### src/pkg/tbp_pkg.sv
// Constants, types and register map of the teach button and process data
// Contract
// - Button disables after timeout, default 5 min
// - Held over 12 s: abandon, nothing changes
// - Short press: both indicators on steadily
// - Hold 4 s: analog teach, yellow 2 Hz
// - Two short presses store low, high limit
// - Far first point gives inverted characteristic
// - Hold 2 s: zero teach, green 2 Hz
// - Distances reported relative to zero point, signed
// - Hold 8 s: factory reset, both 2 Hz
// - Success: both on briefly, then normal
// - Failure: both indicators blink at 8 Hz
// - Expert or express button behaviour, expert default
// - Output bit 0 switches laser
// - Output bit 1 makes indicators locate unit
// - Input bit 0 is switching channel
// - Input bit 2 set on poor quality
// - Input bit 3 set on alarm
// - Input bits 8..15 hold scale exponent
// - Input bits 16..47 hold measured value
// - Process image exchanged every link cycle
// - Parameters only through acyclic register access
package tbp_pkg;

  // Timing base: one tick of 62.5 ms serves both blink rates
  localparam int CLK_NS        = 20;
  localparam int TICK_US       = 62500;
  localparam int TICK_CYC      = (TICK_US * 1000 + CLK_NS - 1) / CLK_NS;
  localparam int ZERO_HOLD_MS  = 2000;
  localparam int ANA_HOLD_MS   = 4000;
  localparam int RST_HOLD_MS   = 8000;
  localparam int ABANDON_MS    = 12000;
  localparam int WINDOW_MS     = 60000;
  localparam int DONE_MS       = 1000;
  localparam int FAIL_MS       = 3000;
  localparam int BTN_TIMEOUT_S = 300;
  localparam int TICKS_PER_S   = 1000000 / TICK_US;

  // Least times round up, the confirmation window rounds down
  localparam logic [7:0] ZERO_HOLD_T =
    8'((ZERO_HOLD_MS * 1000 + TICK_US - 1) / TICK_US);
  localparam logic [7:0] ANA_HOLD_T =
    8'((ANA_HOLD_MS * 1000 + TICK_US - 1) / TICK_US);
  localparam logic [7:0] RST_HOLD_T =
    8'((RST_HOLD_MS * 1000 + TICK_US - 1) / TICK_US);
  localparam logic [7:0] ABANDON_T =
    8'((ABANDON_MS * 1000 + TICK_US - 1) / TICK_US);
  localparam logic [9:0] WINDOW_T = 10'(WINDOW_MS * 1000 / TICK_US);
  localparam logic [9:0] DONE_T =
    10'((DONE_MS * 1000 + TICK_US - 1) / TICK_US);
  localparam logic [9:0] FAIL_T =
    10'((FAIL_MS * 1000 + TICK_US - 1) / TICK_US);
  localparam logic [7:0]  PRESS_MAX  = 8'hFF;
  localparam logic [15:0] TIMEOUT_RST = 16'(BTN_TIMEOUT_S);

  // Blink phase bits: bit 0 toggles at 8 Hz, bit 2 at 2 Hz
  localparam int BLINK_FAST = 0;
  localparam int BLINK_SLOW = 2;

  // Register byte offsets
  localparam logic [11:0] REG_CTRL    = 12'h000;
  localparam logic [11:0] REG_TIMEOUT = 12'h004;
  localparam logic [11:0] REG_ZERO    = 12'h008;
  localparam logic [11:0] REG_ANA_LO  = 12'h00C;
  localparam logic [11:0] REG_ANA_HI  = 12'h010;
  localparam logic [11:0] REG_STATUS  = 12'h014;
  localparam int CTRL_EXPRESS = 0;
  localparam int CTRL_REARM   = 1;

  typedef enum logic [3:0] {
    TB_IDLE      = 4'h0,
    TB_ARMED     = 4'h1,
    TB_HOLD      = 4'h3,
    TB_WAIT_LO   = 4'h2,
    TB_WAIT_HI   = 4'h6,
    TB_WAIT_ZERO = 4'h7,
    TB_DONE      = 4'h5,
    TB_FAIL      = 4'h4
  } tbp_state_t;

  // Cyclic output image from the link master
  typedef struct packed {
    logic [5:0] rsvd;
    logic       locate;
    logic       laser_on;
  } tbp_pd_out_t;

  // Cyclic input image to the link master, bit 47 first
  typedef struct packed {
    logic [31:0] value;
    logic [7:0]  scale;
    logic [3:0]  rsvd_hi;
    logic        alarm;
    logic        quality_low;
    logic        rsvd_lo;
    logic        switching_channel_one;
  } tbp_pd_in_t;

endpackage : tbp_pkg

### src/hw/tbp_teach_pd.sv
// Teach button sequencer, indicator control and process image mapping
//
// Local design decisions: the APB interface to the registers and the register addresses.
`timescale 1ns/100ps
module tbp_teach_pd
  import tbp_pkg::*;
#(
  parameter int          TICK_CYC_P = TICK_CYC,
  parameter logic [31:0] ZERO_DEF   = 32'h0000_0000,
  parameter logic [31:0] ANA_LO_DEF = 32'h0000_0000,
  parameter logic [31:0] ANA_HI_DEF = 32'h0000_FFFF
) (
  input  wire logic        mclk_i,
  input  wire logic        rst_b_i,
  input  wire logic        psel_i,
  input  wire logic        penable_i,
  input  wire logic        pwrite_i,
  input  wire logic [11:0] paddr_i,
  input  wire logic [31:0] pwdata_i,
  output logic      [31:0] prdata_o,
  output logic             pready_o,
  output logic             pslverr_o,
  input  wire logic        button_i,
  input  wire logic [31:0] distance_i,
  input  wire logic        switching_channel_one_i,
  input  wire logic        quality_low_i,
  input  wire logic        alarm_i,
  input  wire logic [7:0]  scale_i,
  input  wire logic        pd_strobe_i,
  input  wire tbp_pd_out_t pd_out_i,
  output tbp_pd_in_t       pd_in_o,
  output logic             led_green_o,
  output logic             led_yellow_o,
  output logic             laser_en_o,
  output logic      [31:0] zero_pos_o,
  output logic      [31:0] ana_lo_o,
  output logic      [31:0] ana_hi_o,
  output logic             ana_invert_o
);

  // Prescaler must fit its 22-bit counter
  if (TICK_CYC_P < 1 || TICK_CYC_P > 4194304) begin : g_chk
    $error("TICK_CYC_P out of range");
  end

  tbp_state_t  state;
  tbp_state_t  next_state;
  logic [21:0] pre_cnt;
  logic        tick;
  logic [2:0]  blink_ph;
  logic        btn_s1;
  logic        btn_s2;
  logic        btn_s3;
  logic        btn_lvl;
  logic        btn_prev;
  logic        press_rise;
  logic        press_fall;
  logic [7:0]  press_cnt;
  logic        abandon;
  logic        short_rel;
  logic [9:0]  win_cnt;
  logic        win_over;
  logic [19:0] avail_cnt;
  logic [19:0] avail_lim;
  logic        avail;
  logic        express;
  logic [15:0] btn_timeout;
  logic        laser_on;
  logic        locate;
  logic [31:0] rel_dist;
  logic        st_lo;
  logic        st_hi;
  logic        st_zero;
  logic        factory;
  logic        next_green;
  logic        next_yellow;

  // Prescaler: one tick every 62.5 ms
  assign tick = (pre_cnt == 22'(TICK_CYC_P - 1));

  always_ff @(posedge mclk_i or negedge rst_b_i) begin
    if (!rst_b_i) begin
      pre_cnt  <= 22'h000000;
      blink_ph <= 3'h0;
    end else begin
      pre_cnt  <= tick ? 22'h000000 : pre_cnt + 22'h000001;
      blink_ph <= tick ? blink_ph + 3'h1 : blink_ph;
    end
  end

  // Button pin: three stages, level moves when stages two and three agree
  always_ff @(posedge mclk_i or negedge rst_b_i) begin
    if (!rst_b_i) begin
      btn_s1   <= 1'b0;
      btn_s2   <= 1'b0;
      btn_s3   <= 1'b0;
      btn_lvl  <= 1'b0;
      btn_prev <= 1'b0;
    end else begin
      btn_s1   <= button_i;
      btn_s2   <= btn_s1;
      btn_s3   <= btn_s2;
      btn_lvl  <= (btn_s2 == btn_s3) ? btn_s3 : btn_lvl;
      btn_prev <= btn_lvl;
    end
  end

  assign press_rise = btn_lvl & ~btn_prev;
  assign press_fall = ~btn_lvl & btn_prev;

  // Press duration in ticks, saturating so a stuck button cannot wrap
  always_ff @(posedge mclk_i or negedge rst_b_i) begin
    if (!rst_b_i) begin
      press_cnt <= 8'h00;
    end else if (press_rise) begin
      press_cnt <= 8'h00;
    end else if (btn_lvl && tick && press_cnt != PRESS_MAX) begin
      press_cnt <= press_cnt + 8'h01;
    end
  end

  assign abandon   = btn_lvl & (press_cnt > ABANDON_T);
  assign short_rel = press_fall & (press_cnt < ZERO_HOLD_T);

  // Window timer restarts on every state change
  always_ff @(posedge mclk_i or negedge rst_b_i) begin
    if (!rst_b_i) begin
      win_cnt <= 10'h000;
    end else if (next_state != state) begin
      win_cnt <= 10'h000;
    end else if (tick && win_cnt != 10'h3FF) begin
      win_cnt <= win_cnt + 10'h001;
    end
  end

  assign win_over = (win_cnt >= WINDOW_T);

  // Availability: counts from the last accepted press or re-arm; a timeout of
  // zero disables the button at once
  assign avail_lim = 20'(btn_timeout * TICKS_PER_S);
  assign avail     = (avail_cnt < avail_lim);

  wire apb_wr    = psel_i & penable_i & pwrite_i;
  wire wr_ctrl   = apb_wr & (paddr_i == REG_CTRL);
  wire wr_tmo    = apb_wr & (paddr_i == REG_TIMEOUT);
  wire wr_zero   = apb_wr & (paddr_i == REG_ZERO);
  wire wr_lo     = apb_wr & (paddr_i == REG_ANA_LO);
  wire wr_hi     = apb_wr & (paddr_i == REG_ANA_HI);
  wire rearm     = wr_ctrl & pwdata_i[CTRL_REARM];

  always_ff @(posedge mclk_i or negedge rst_b_i) begin
    if (!rst_b_i) begin
      avail_cnt <= 20'h00000;
    end else if ((press_rise && avail) || rearm) begin
      avail_cnt <= 20'h00000;
    end else if (tick && avail) begin
      avail_cnt <= avail_cnt + 20'h00001;
    end
  end

  // Sequencer transitions; holding past 12 s drops back from anywhere
  always_comb begin
    next_state = state;
    unique case (state)
      TB_IDLE: begin
        if (press_rise && avail) begin
          next_state = express ? TB_HOLD : TB_ARMED;
        end
      end
      TB_ARMED: begin
        if (press_rise) begin
          next_state = TB_HOLD;
        end else if (win_over) begin
          next_state = TB_IDLE;
        end
      end
      TB_HOLD: begin
        if (press_fall) begin
          if (press_cnt < ZERO_HOLD_T) begin
            next_state = express ? TB_IDLE : TB_ARMED;
          end else if (press_cnt < ANA_HOLD_T) begin
            next_state = TB_WAIT_ZERO;
          end else if (press_cnt < RST_HOLD_T) begin
            next_state = TB_WAIT_LO;
          end else begin
            next_state = TB_DONE;
          end
        end
      end
      TB_WAIT_LO: begin
        if (short_rel) begin
          next_state = TB_WAIT_HI;
        end else if (press_fall || win_over) begin
          next_state = TB_FAIL;
        end
      end
      TB_WAIT_HI,
      TB_WAIT_ZERO: begin
        if (short_rel) begin
          next_state = TB_DONE;
        end else if (press_fall || win_over) begin
          next_state = TB_FAIL;
        end
      end
      TB_DONE: begin
        if (win_cnt >= DONE_T) begin
          next_state = TB_IDLE;
        end
      end
      TB_FAIL: begin
        if (win_cnt >= FAIL_T) begin
          next_state = TB_IDLE;
        end
      end
      default: begin
        next_state = TB_IDLE;
      end
    endcase
    if (abandon && state != TB_IDLE) begin
      next_state = TB_IDLE;
    end
  end

  always_ff @(posedge mclk_i or negedge rst_b_i) begin
    if (!rst_b_i) begin
      state <= TB_IDLE;
    end else begin
      state <= next_state;
    end
  end

  // Stores fire only on the confirming release, never after abandon
  assign rel_dist = distance_i - zero_pos_o;
  assign st_lo   = (state == TB_WAIT_LO) & short_rel & ~abandon;
  assign st_hi   = (state == TB_WAIT_HI) & short_rel & ~abandon;
  assign st_zero = (state == TB_WAIT_ZERO) & short_rel & ~abandon;
  assign factory = (state == TB_HOLD) & press_fall
                 & (press_cnt >= RST_HOLD_T) & ~abandon;

  // Parameters: a teach store outranks a bus write in the same cycle
  always_ff @(posedge mclk_i or negedge rst_b_i) begin
    if (!rst_b_i) begin
      zero_pos_o  <= ZERO_DEF;
      ana_lo_o    <= ANA_LO_DEF;
      ana_hi_o    <= ANA_HI_DEF;
      express     <= 1'b0;
      btn_timeout <= TIMEOUT_RST;
    end else if (factory) begin
      zero_pos_o  <= ZERO_DEF;
      ana_lo_o    <= ANA_LO_DEF;
      ana_hi_o    <= ANA_HI_DEF;
      express     <= 1'b0;
      btn_timeout <= TIMEOUT_RST;
    end else begin
      if (st_zero) begin
        zero_pos_o <= distance_i;
      end else if (wr_zero) begin
        zero_pos_o <= pwdata_i;
      end
      if (st_lo) begin
        ana_lo_o <= rel_dist;
      end else if (wr_lo) begin
        ana_lo_o <= pwdata_i;
      end
      if (st_hi) begin
        ana_hi_o <= rel_dist;
      end else if (wr_hi) begin
        ana_hi_o <= pwdata_i;
      end
      if (wr_ctrl) begin
        express <= pwdata_i[CTRL_EXPRESS];
      end
      if (wr_tmo) begin
        btn_timeout <= pwdata_i[15:0];
      end
    end
  end

  // Inverted slope when the first point lies beyond the second
  always_ff @(posedge mclk_i or negedge rst_b_i) begin
    if (!rst_b_i) begin
      ana_invert_o <= 1'b0;
    end else begin
      ana_invert_o <= $signed(ana_lo_o) > $signed(ana_hi_o);
    end
  end

  // Indicator pattern per state; locate only while the button is idle
  wire slow = blink_ph[BLINK_SLOW];
  wire fast = blink_ph[BLINK_FAST];

  always_comb begin
    next_green  = 1'b1;
    next_yellow = alarm_i;
    unique case (state)
      TB_IDLE: begin
        if (locate) begin
          next_green  = slow;
          next_yellow = slow;
        end
      end
      TB_ARMED: begin
        next_green  = 1'b1;
        next_yellow = 1'b1;
      end
      TB_HOLD: begin
        if (press_cnt < ZERO_HOLD_T) begin
          next_green  = 1'b1;
          next_yellow = 1'b1;
        end else if (press_cnt < ANA_HOLD_T) begin
          next_green  = slow;
          next_yellow = 1'b0;
        end else if (press_cnt < RST_HOLD_T) begin
          next_green  = 1'b0;
          next_yellow = slow;
        end else begin
          next_green  = slow;
          next_yellow = slow;
        end
      end
      TB_WAIT_LO,
      TB_WAIT_HI: begin
        next_green  = 1'b0;
        next_yellow = slow;
      end
      TB_WAIT_ZERO: begin
        next_green  = slow;
        next_yellow = 1'b0;
      end
      TB_DONE: begin
        next_green  = 1'b1;
        next_yellow = 1'b1;
      end
      TB_FAIL: begin
        next_green  = fast;
        next_yellow = fast;
      end
      default: begin
        next_green  = 1'b0;
        next_yellow = 1'b0;
      end
    endcase
  end

  always_ff @(posedge mclk_i or negedge rst_b_i) begin
    if (!rst_b_i) begin
      led_green_o  <= 1'b0;
      led_yellow_o <= 1'b0;
    end else begin
      led_green_o  <= next_green;
      led_yellow_o <= next_yellow;
    end
  end

  // Cyclic exchange: both images move on each link cycle strobe
  always_ff @(posedge mclk_i or negedge rst_b_i) begin
    if (!rst_b_i) begin
      laser_on <= 1'b0;
      locate   <= 1'b0;
      pd_in_o  <= '0;
    end else if (pd_strobe_i) begin
      laser_on                      <= pd_out_i.laser_on;
      locate                        <= pd_out_i.locate;
      pd_in_o.value                 <= rel_dist;
      pd_in_o.scale                 <= scale_i;
      pd_in_o.rsvd_hi               <= 4'h0;
      pd_in_o.alarm                 <= alarm_i;
      pd_in_o.quality_low           <= quality_low_i;
      pd_in_o.rsvd_lo               <= 1'b0;
      pd_in_o.switching_channel_one <= switching_channel_one_i;
    end
  end

  assign laser_en_o = laser_on;

  // Read decode; data is latched in the setup cycle so it leaves a flop
  wire        setup  = psel_i & ~penable_i;
  wire        hit_ct = (paddr_i == REG_CTRL);
  wire        hit_to = (paddr_i == REG_TIMEOUT);
  wire        hit_zp = (paddr_i == REG_ZERO);
  wire        hit_lo = (paddr_i == REG_ANA_LO);
  wire        hit_hi = (paddr_i == REG_ANA_HI);
  wire        hit_st = (paddr_i == REG_STATUS);
  wire        mapped = hit_ct | hit_to | hit_zp | hit_lo | hit_hi | hit_st;
  wire [31:0] status = {22'h000000, btn_lvl, locate, laser_on,
                        ana_invert_o, avail, express, state};
  wire [31:0] rd_mux = hit_ct ? {31'h00000000, express} :
                       hit_to ? {16'h0000, btn_timeout} :
                       hit_zp ? zero_pos_o :
                       hit_lo ? ana_lo_o :
                       hit_hi ? ana_hi_o :
                       hit_st ? status : 32'h0000_0000;

  always_ff @(posedge mclk_i or negedge rst_b_i) begin
    if (!rst_b_i) begin
      prdata_o  <= 32'h0000_0000;
      pslverr_o <= 1'b0;
    end else if (setup) begin
      prdata_o  <= pwrite_i ? 32'h0000_0000 : rd_mux;
      pslverr_o <= ~mapped | (pwrite_i & hit_st);
    end
  end

  // No wait states: every access phase completes at once
  assign pready_o = psel_i & penable_i;

endmodule : tbp_teach_pd

### config.mk
export PLATFORM = sky130hd
export DESIGN_NAME = tbp_teach_pd
export DESIGN_NICKNAME = d
export VERILOG_FILES = /design/src/pkg/tbp_pkg.sv /design/src/hw/tbp_teach_pd.sv
export SDC_FILE = /design/constraint.sdc
export NUM_CORES = 1
export LEC_CHECK = 0
export BUFFER_PORTS_ARGS = -buffer_cell sky130_fd_sc_hd__clkbuf_2
export CAP_MARGIN = 40
export CORE_ASPECT_RATIO = 0.5
export CORE_UTILIZATION = 25
export DETAILED_ROUTE_END_ITERATION = 10
export SLEW_MARGIN = 20
export SYNTH_ARGS = -nofsm -noshare
export SYNTH_HDL_FRONTEND = slang
export SYNTH_SLANG_ARGS = --single-unit
### constraint.sdc
create_clock -name mclk_i -period 8.6 [get_ports mclk_i]
set_clock_uncertainty 0.05 [all_clocks]
set_input_delay 1.29 -clock mclk_i [delete_from_list [all_inputs] [get_ports mclk_i]]
set_output_delay 1.29 -clock mclk_i [all_outputs]
set_load 0.02 [all_outputs]
==> impl_results.md <==
- CTS tree: built
- Post-DRT Antenna Nets: 0
- Internal power: 2.33 mW
- Die area: 65500 µm²
- Power Density: 172 nW/µm²
- Max Clock Freq: 242 MHz
- Clock-pin slew of the registers on the worst-case setup and hold paths: 0.06 ns
- Post-synth EDFFs: 0
- Routed length on met1: 21.9 mm
- Critical path, cell by cell: clkbuf_2 > nor4_1 > and4b_1 > and2_2 > buf_4 > nand3_2 > buf_4 > mux2_2 > o21ai_0 > a21oi_1
- Grt total ovfl: 0
- Area grow syn2layout: 20.3%
- CP endpoint kind: register
- Dominant synthesized flop cell: dfrtp_1
- Post-synthesis register bit count: 266
- Clock latency on the worst-skew pair: 0.60 ns
- Fin. max-slew vios: 0
- Via count: 14300
- Worst EP arrival: 4.53 ns
- Commonest cells post-synth: dfrtp_1 (246), nand2_1 (165), a21oi_1 (126)
- Vias in the first global route: 13700
- Seq/Total Area, Yosys: 0.415
- NumNets Final: 2161
- RSZ-0062 raised after global routing: false
- Comb pwr share: 0.161
- Final hold violations: 0
- Cts hold-fix bufs: 0
- Max stage delay cell, worst path: nand3_2
- GR Util All Layers: 0.163
- Row cnt: 65
- Die W: 361 µm
- N_diodes: 0
- Share of cells above drive strength 1: 0.217
- Max incr delay on CP: 0.55 ns
- Vias/cell: 5.04
- DP HPWL: 41.1 mm
- Avg WL per Cell: 19.6 µm
- Antenna violations before repair: 1
- Post-Syn Instances: 1750
- WL final: 55.4 mm
- Gates resized, CTS repair: 0
- Setup_tns: 0 ns
- Gpl congestion: 0.927
- Biggest area consumer among synthesized cells: dfrtp_1
- Design Area, Final: 19400 µm²
- # IOs: 284
- Detailed Route Iter0 Violations: 1028
- Synth Area per Inst: 9.21 µm²
- Area taken by multi-input logic gates: 8660 µm²
- Max-Cap Viols: 0
- CP max FO: 53
- Root Buffer: clkbuf_16
- Async SR Flop Fraction: 1.00
- Status: finished clean
- Worst hold path class: reg2reg
- Core area: 63400 µm²
- FF-to-FF path depth: 11
- Drt first pass iters: 8
- Largest family of logic cells by synthesized area: compound AO/OA/AOI/OAI gates
- Post-synthesis compound-gate area fraction: 0.187
- Sw Share: 0.299
- Post-synthesis adder-cell area fraction: 0.0679
- Starting density of the core: 0.254
- Pleak: 8.81 nW
- Synth Area in XOR/XNOR: 0.0342
- Synthesized area: 16100 µm²
- Seq pwr share: 0.422
- Worst R2R Start: zero_pos_o[0]
- Num CTS Buffers: 30
- Synth warn: 0
- Register Area: 6680 µm²
- Setup Fix Bufs, Post-CTS: 0
- R2r endpoint: ana_hi_o[24]
- Mux cell area share after synthesis: 0.0898
- Worst Setup Start Kind: primary input
- Largest cells by area after synthesis: dfrtp_1 (38%), ha_1 (6.6%), mux2i_1 (5.8%)
- First-pass GRT wire length: 83.0 mm
- Final setup vio count: 0
- Met3 wire len: 1.91 mm
- Clk pwr share: 0.417
- Distinct cell type count after synthesis: 84
- Reg2reg setup slack: 4.91 ns
- Worst setup path startpoint: paddr_i[9]
- Highest metal used: met4
- DR DRC count: 0
- CTS H-tree lvls: 1
- Top cell by count, worst path: buf_4
- Crit path to: ana_lo_o[24]
- Largest net degree at the start of global routing: 167
- Post-Synth Simple-Gate Area: 0.154
- DP Area: 18300 µm²
- Clock Sinks: 266
- Max transition margin: 0.344
- Final worst path period share: 0.480
- Worst IR Drop VDD: 146 µV
- # fillers: 6610
- Input/output buffers: 272
- CP required: 9.00 ns
- Kind of critical path: in2reg
- Clk buf depth: 3
- Sw power: 0.997 mW
- Fin crit period: 4.12 ns
- WL met2: 28.9 mm
- Most common cell in the synthesized netlist: dfrtp_1
- Tightest Pin Transition: 0.983 ns
- Die Y: 182 µm
- Share of the synthesized area in the top cell type: 0.382
sequential cells by signal, indices dropped and copies added, names as in the netlist, 8 cells and up:
| name | count |
|---|---|
| press_cnt | 8 |
| pd_in_o | 43 |
| prdata_o | 32 |
| btn_timeout | 16 |
| zero_pos_o | 32 |
| win_cnt | 10 |
| pre_cnt | 22 |
| ana_hi_o | 32 |
| avail_cnt | 20 |
| ana_lo_o | 32 |
worst min-delay path by stage:
| stage | from | to | depth (start not counted) |
|---|---|---|---|
| 4_1_cts | btn_s1 | btn_s2 | 0 |
| 3_3_place_gp | btn_s1 | btn_s2 | 0 |
| 6_report | btn_s1 | btn_s2 | 0 |
| 2_1_floorplan | btn_s1 | btn_s2 | 0 |
| 3_5_place_dp | btn_s1 | btn_s2 | 0 |
| 5_1_grt | btn_s1 | btn_s2 | 0 |
per-layer routing:
layer	up-vias	global-route usage
met5	-	0
met4	0	0.0744
met3	126	0.0179
met2	341	0.300
met1	7053	0.190
li1	6758	-
power by group through the flow:
stage	Combinational, mW	Sequential (mW)	Clock (mW)
3_5_place_dp	0.535	1.43	0
2_1_floorplan	0.242	1.47	0
6_report	0.536	1.40	1.39
3_3_place_gp	0.530	1.42	0
5_1_grt	0.584	1.41	1.47
4_1_cts	0.538	1.40	1.42
cells by family (layout without fill, tap and decap cells):
group	after synthesis	in the layout
other cells	1	6
compound gates	466	466
buf+inv	213	453
xor+xnor	63	63
simple gates	515	515
flops	266	266
mux	139	139
fa+ha+maj	87	87
through the flow:
step | cells | utilization | hold WS [ns] | total power [mW] | setup slack [ns]
floorplan | 1755 | - | 0.281 | 1.72 | 4.91
global placement | 2775 | 0.289 | 0.288 | 1.95 | 3.90
detailed placement | 2777 | 0.290 | 0.290 | 1.96 | 3.88
CTS | 2831 | 0.306 | 0.305 | 3.36 | 4.49
global route | 2832 | 0.306 | 0.313 | 3.46 | 4.33
finish | 2832 | 0.306 | 0.301 | 3.33 | 4.48
worst max-delay path, delay by kind of cell:
| kind | cells | cell delay (ns) |
|---|---|---|
| and+or+nand+nor | 4 | 1.60 |
| muxes | 1 | 0.32 |
| AOI/OAI and AO/OA | 2 | 0.21 |
| buffers and inverters | 3 | 1.03 |
area by class of cell:
cell class	count	area share
Timing Repair Buffer	295	0.0813
Inverter	104	0.0201
Clock inverter	16	0.0118
Tap cell	837	0.0540
Multi-Input combinational cell	1276	0.446
Sequential cell	266	0.345
Clock buffer	38	0.0418
cells in the final DEF, fill, tap and decap left out, drive strengths merged, types with 24 or more instances in the layout:
| cell type | n |
|---|---|
| clkbuf | 310 |
| dfrtp | 246 |
| nand2 | 165 |
| a21oi | 127 |
| nor2 | 119 |
| inv | 105 |
| o21ai | 104 |
| mux2i | 94 |
| ha | 85 |
| nand3 | 66 |
| mux2 | 45 |
| o31ai | 43 |
| xnor2 | 35 |
| a22oi | 33 |
| a211oi | 33 |
| nand4 | 30 |
| xor2 | 28 |
| nor3 | 24 |
No activity file was read; power rests on OpenSTA's default activity.
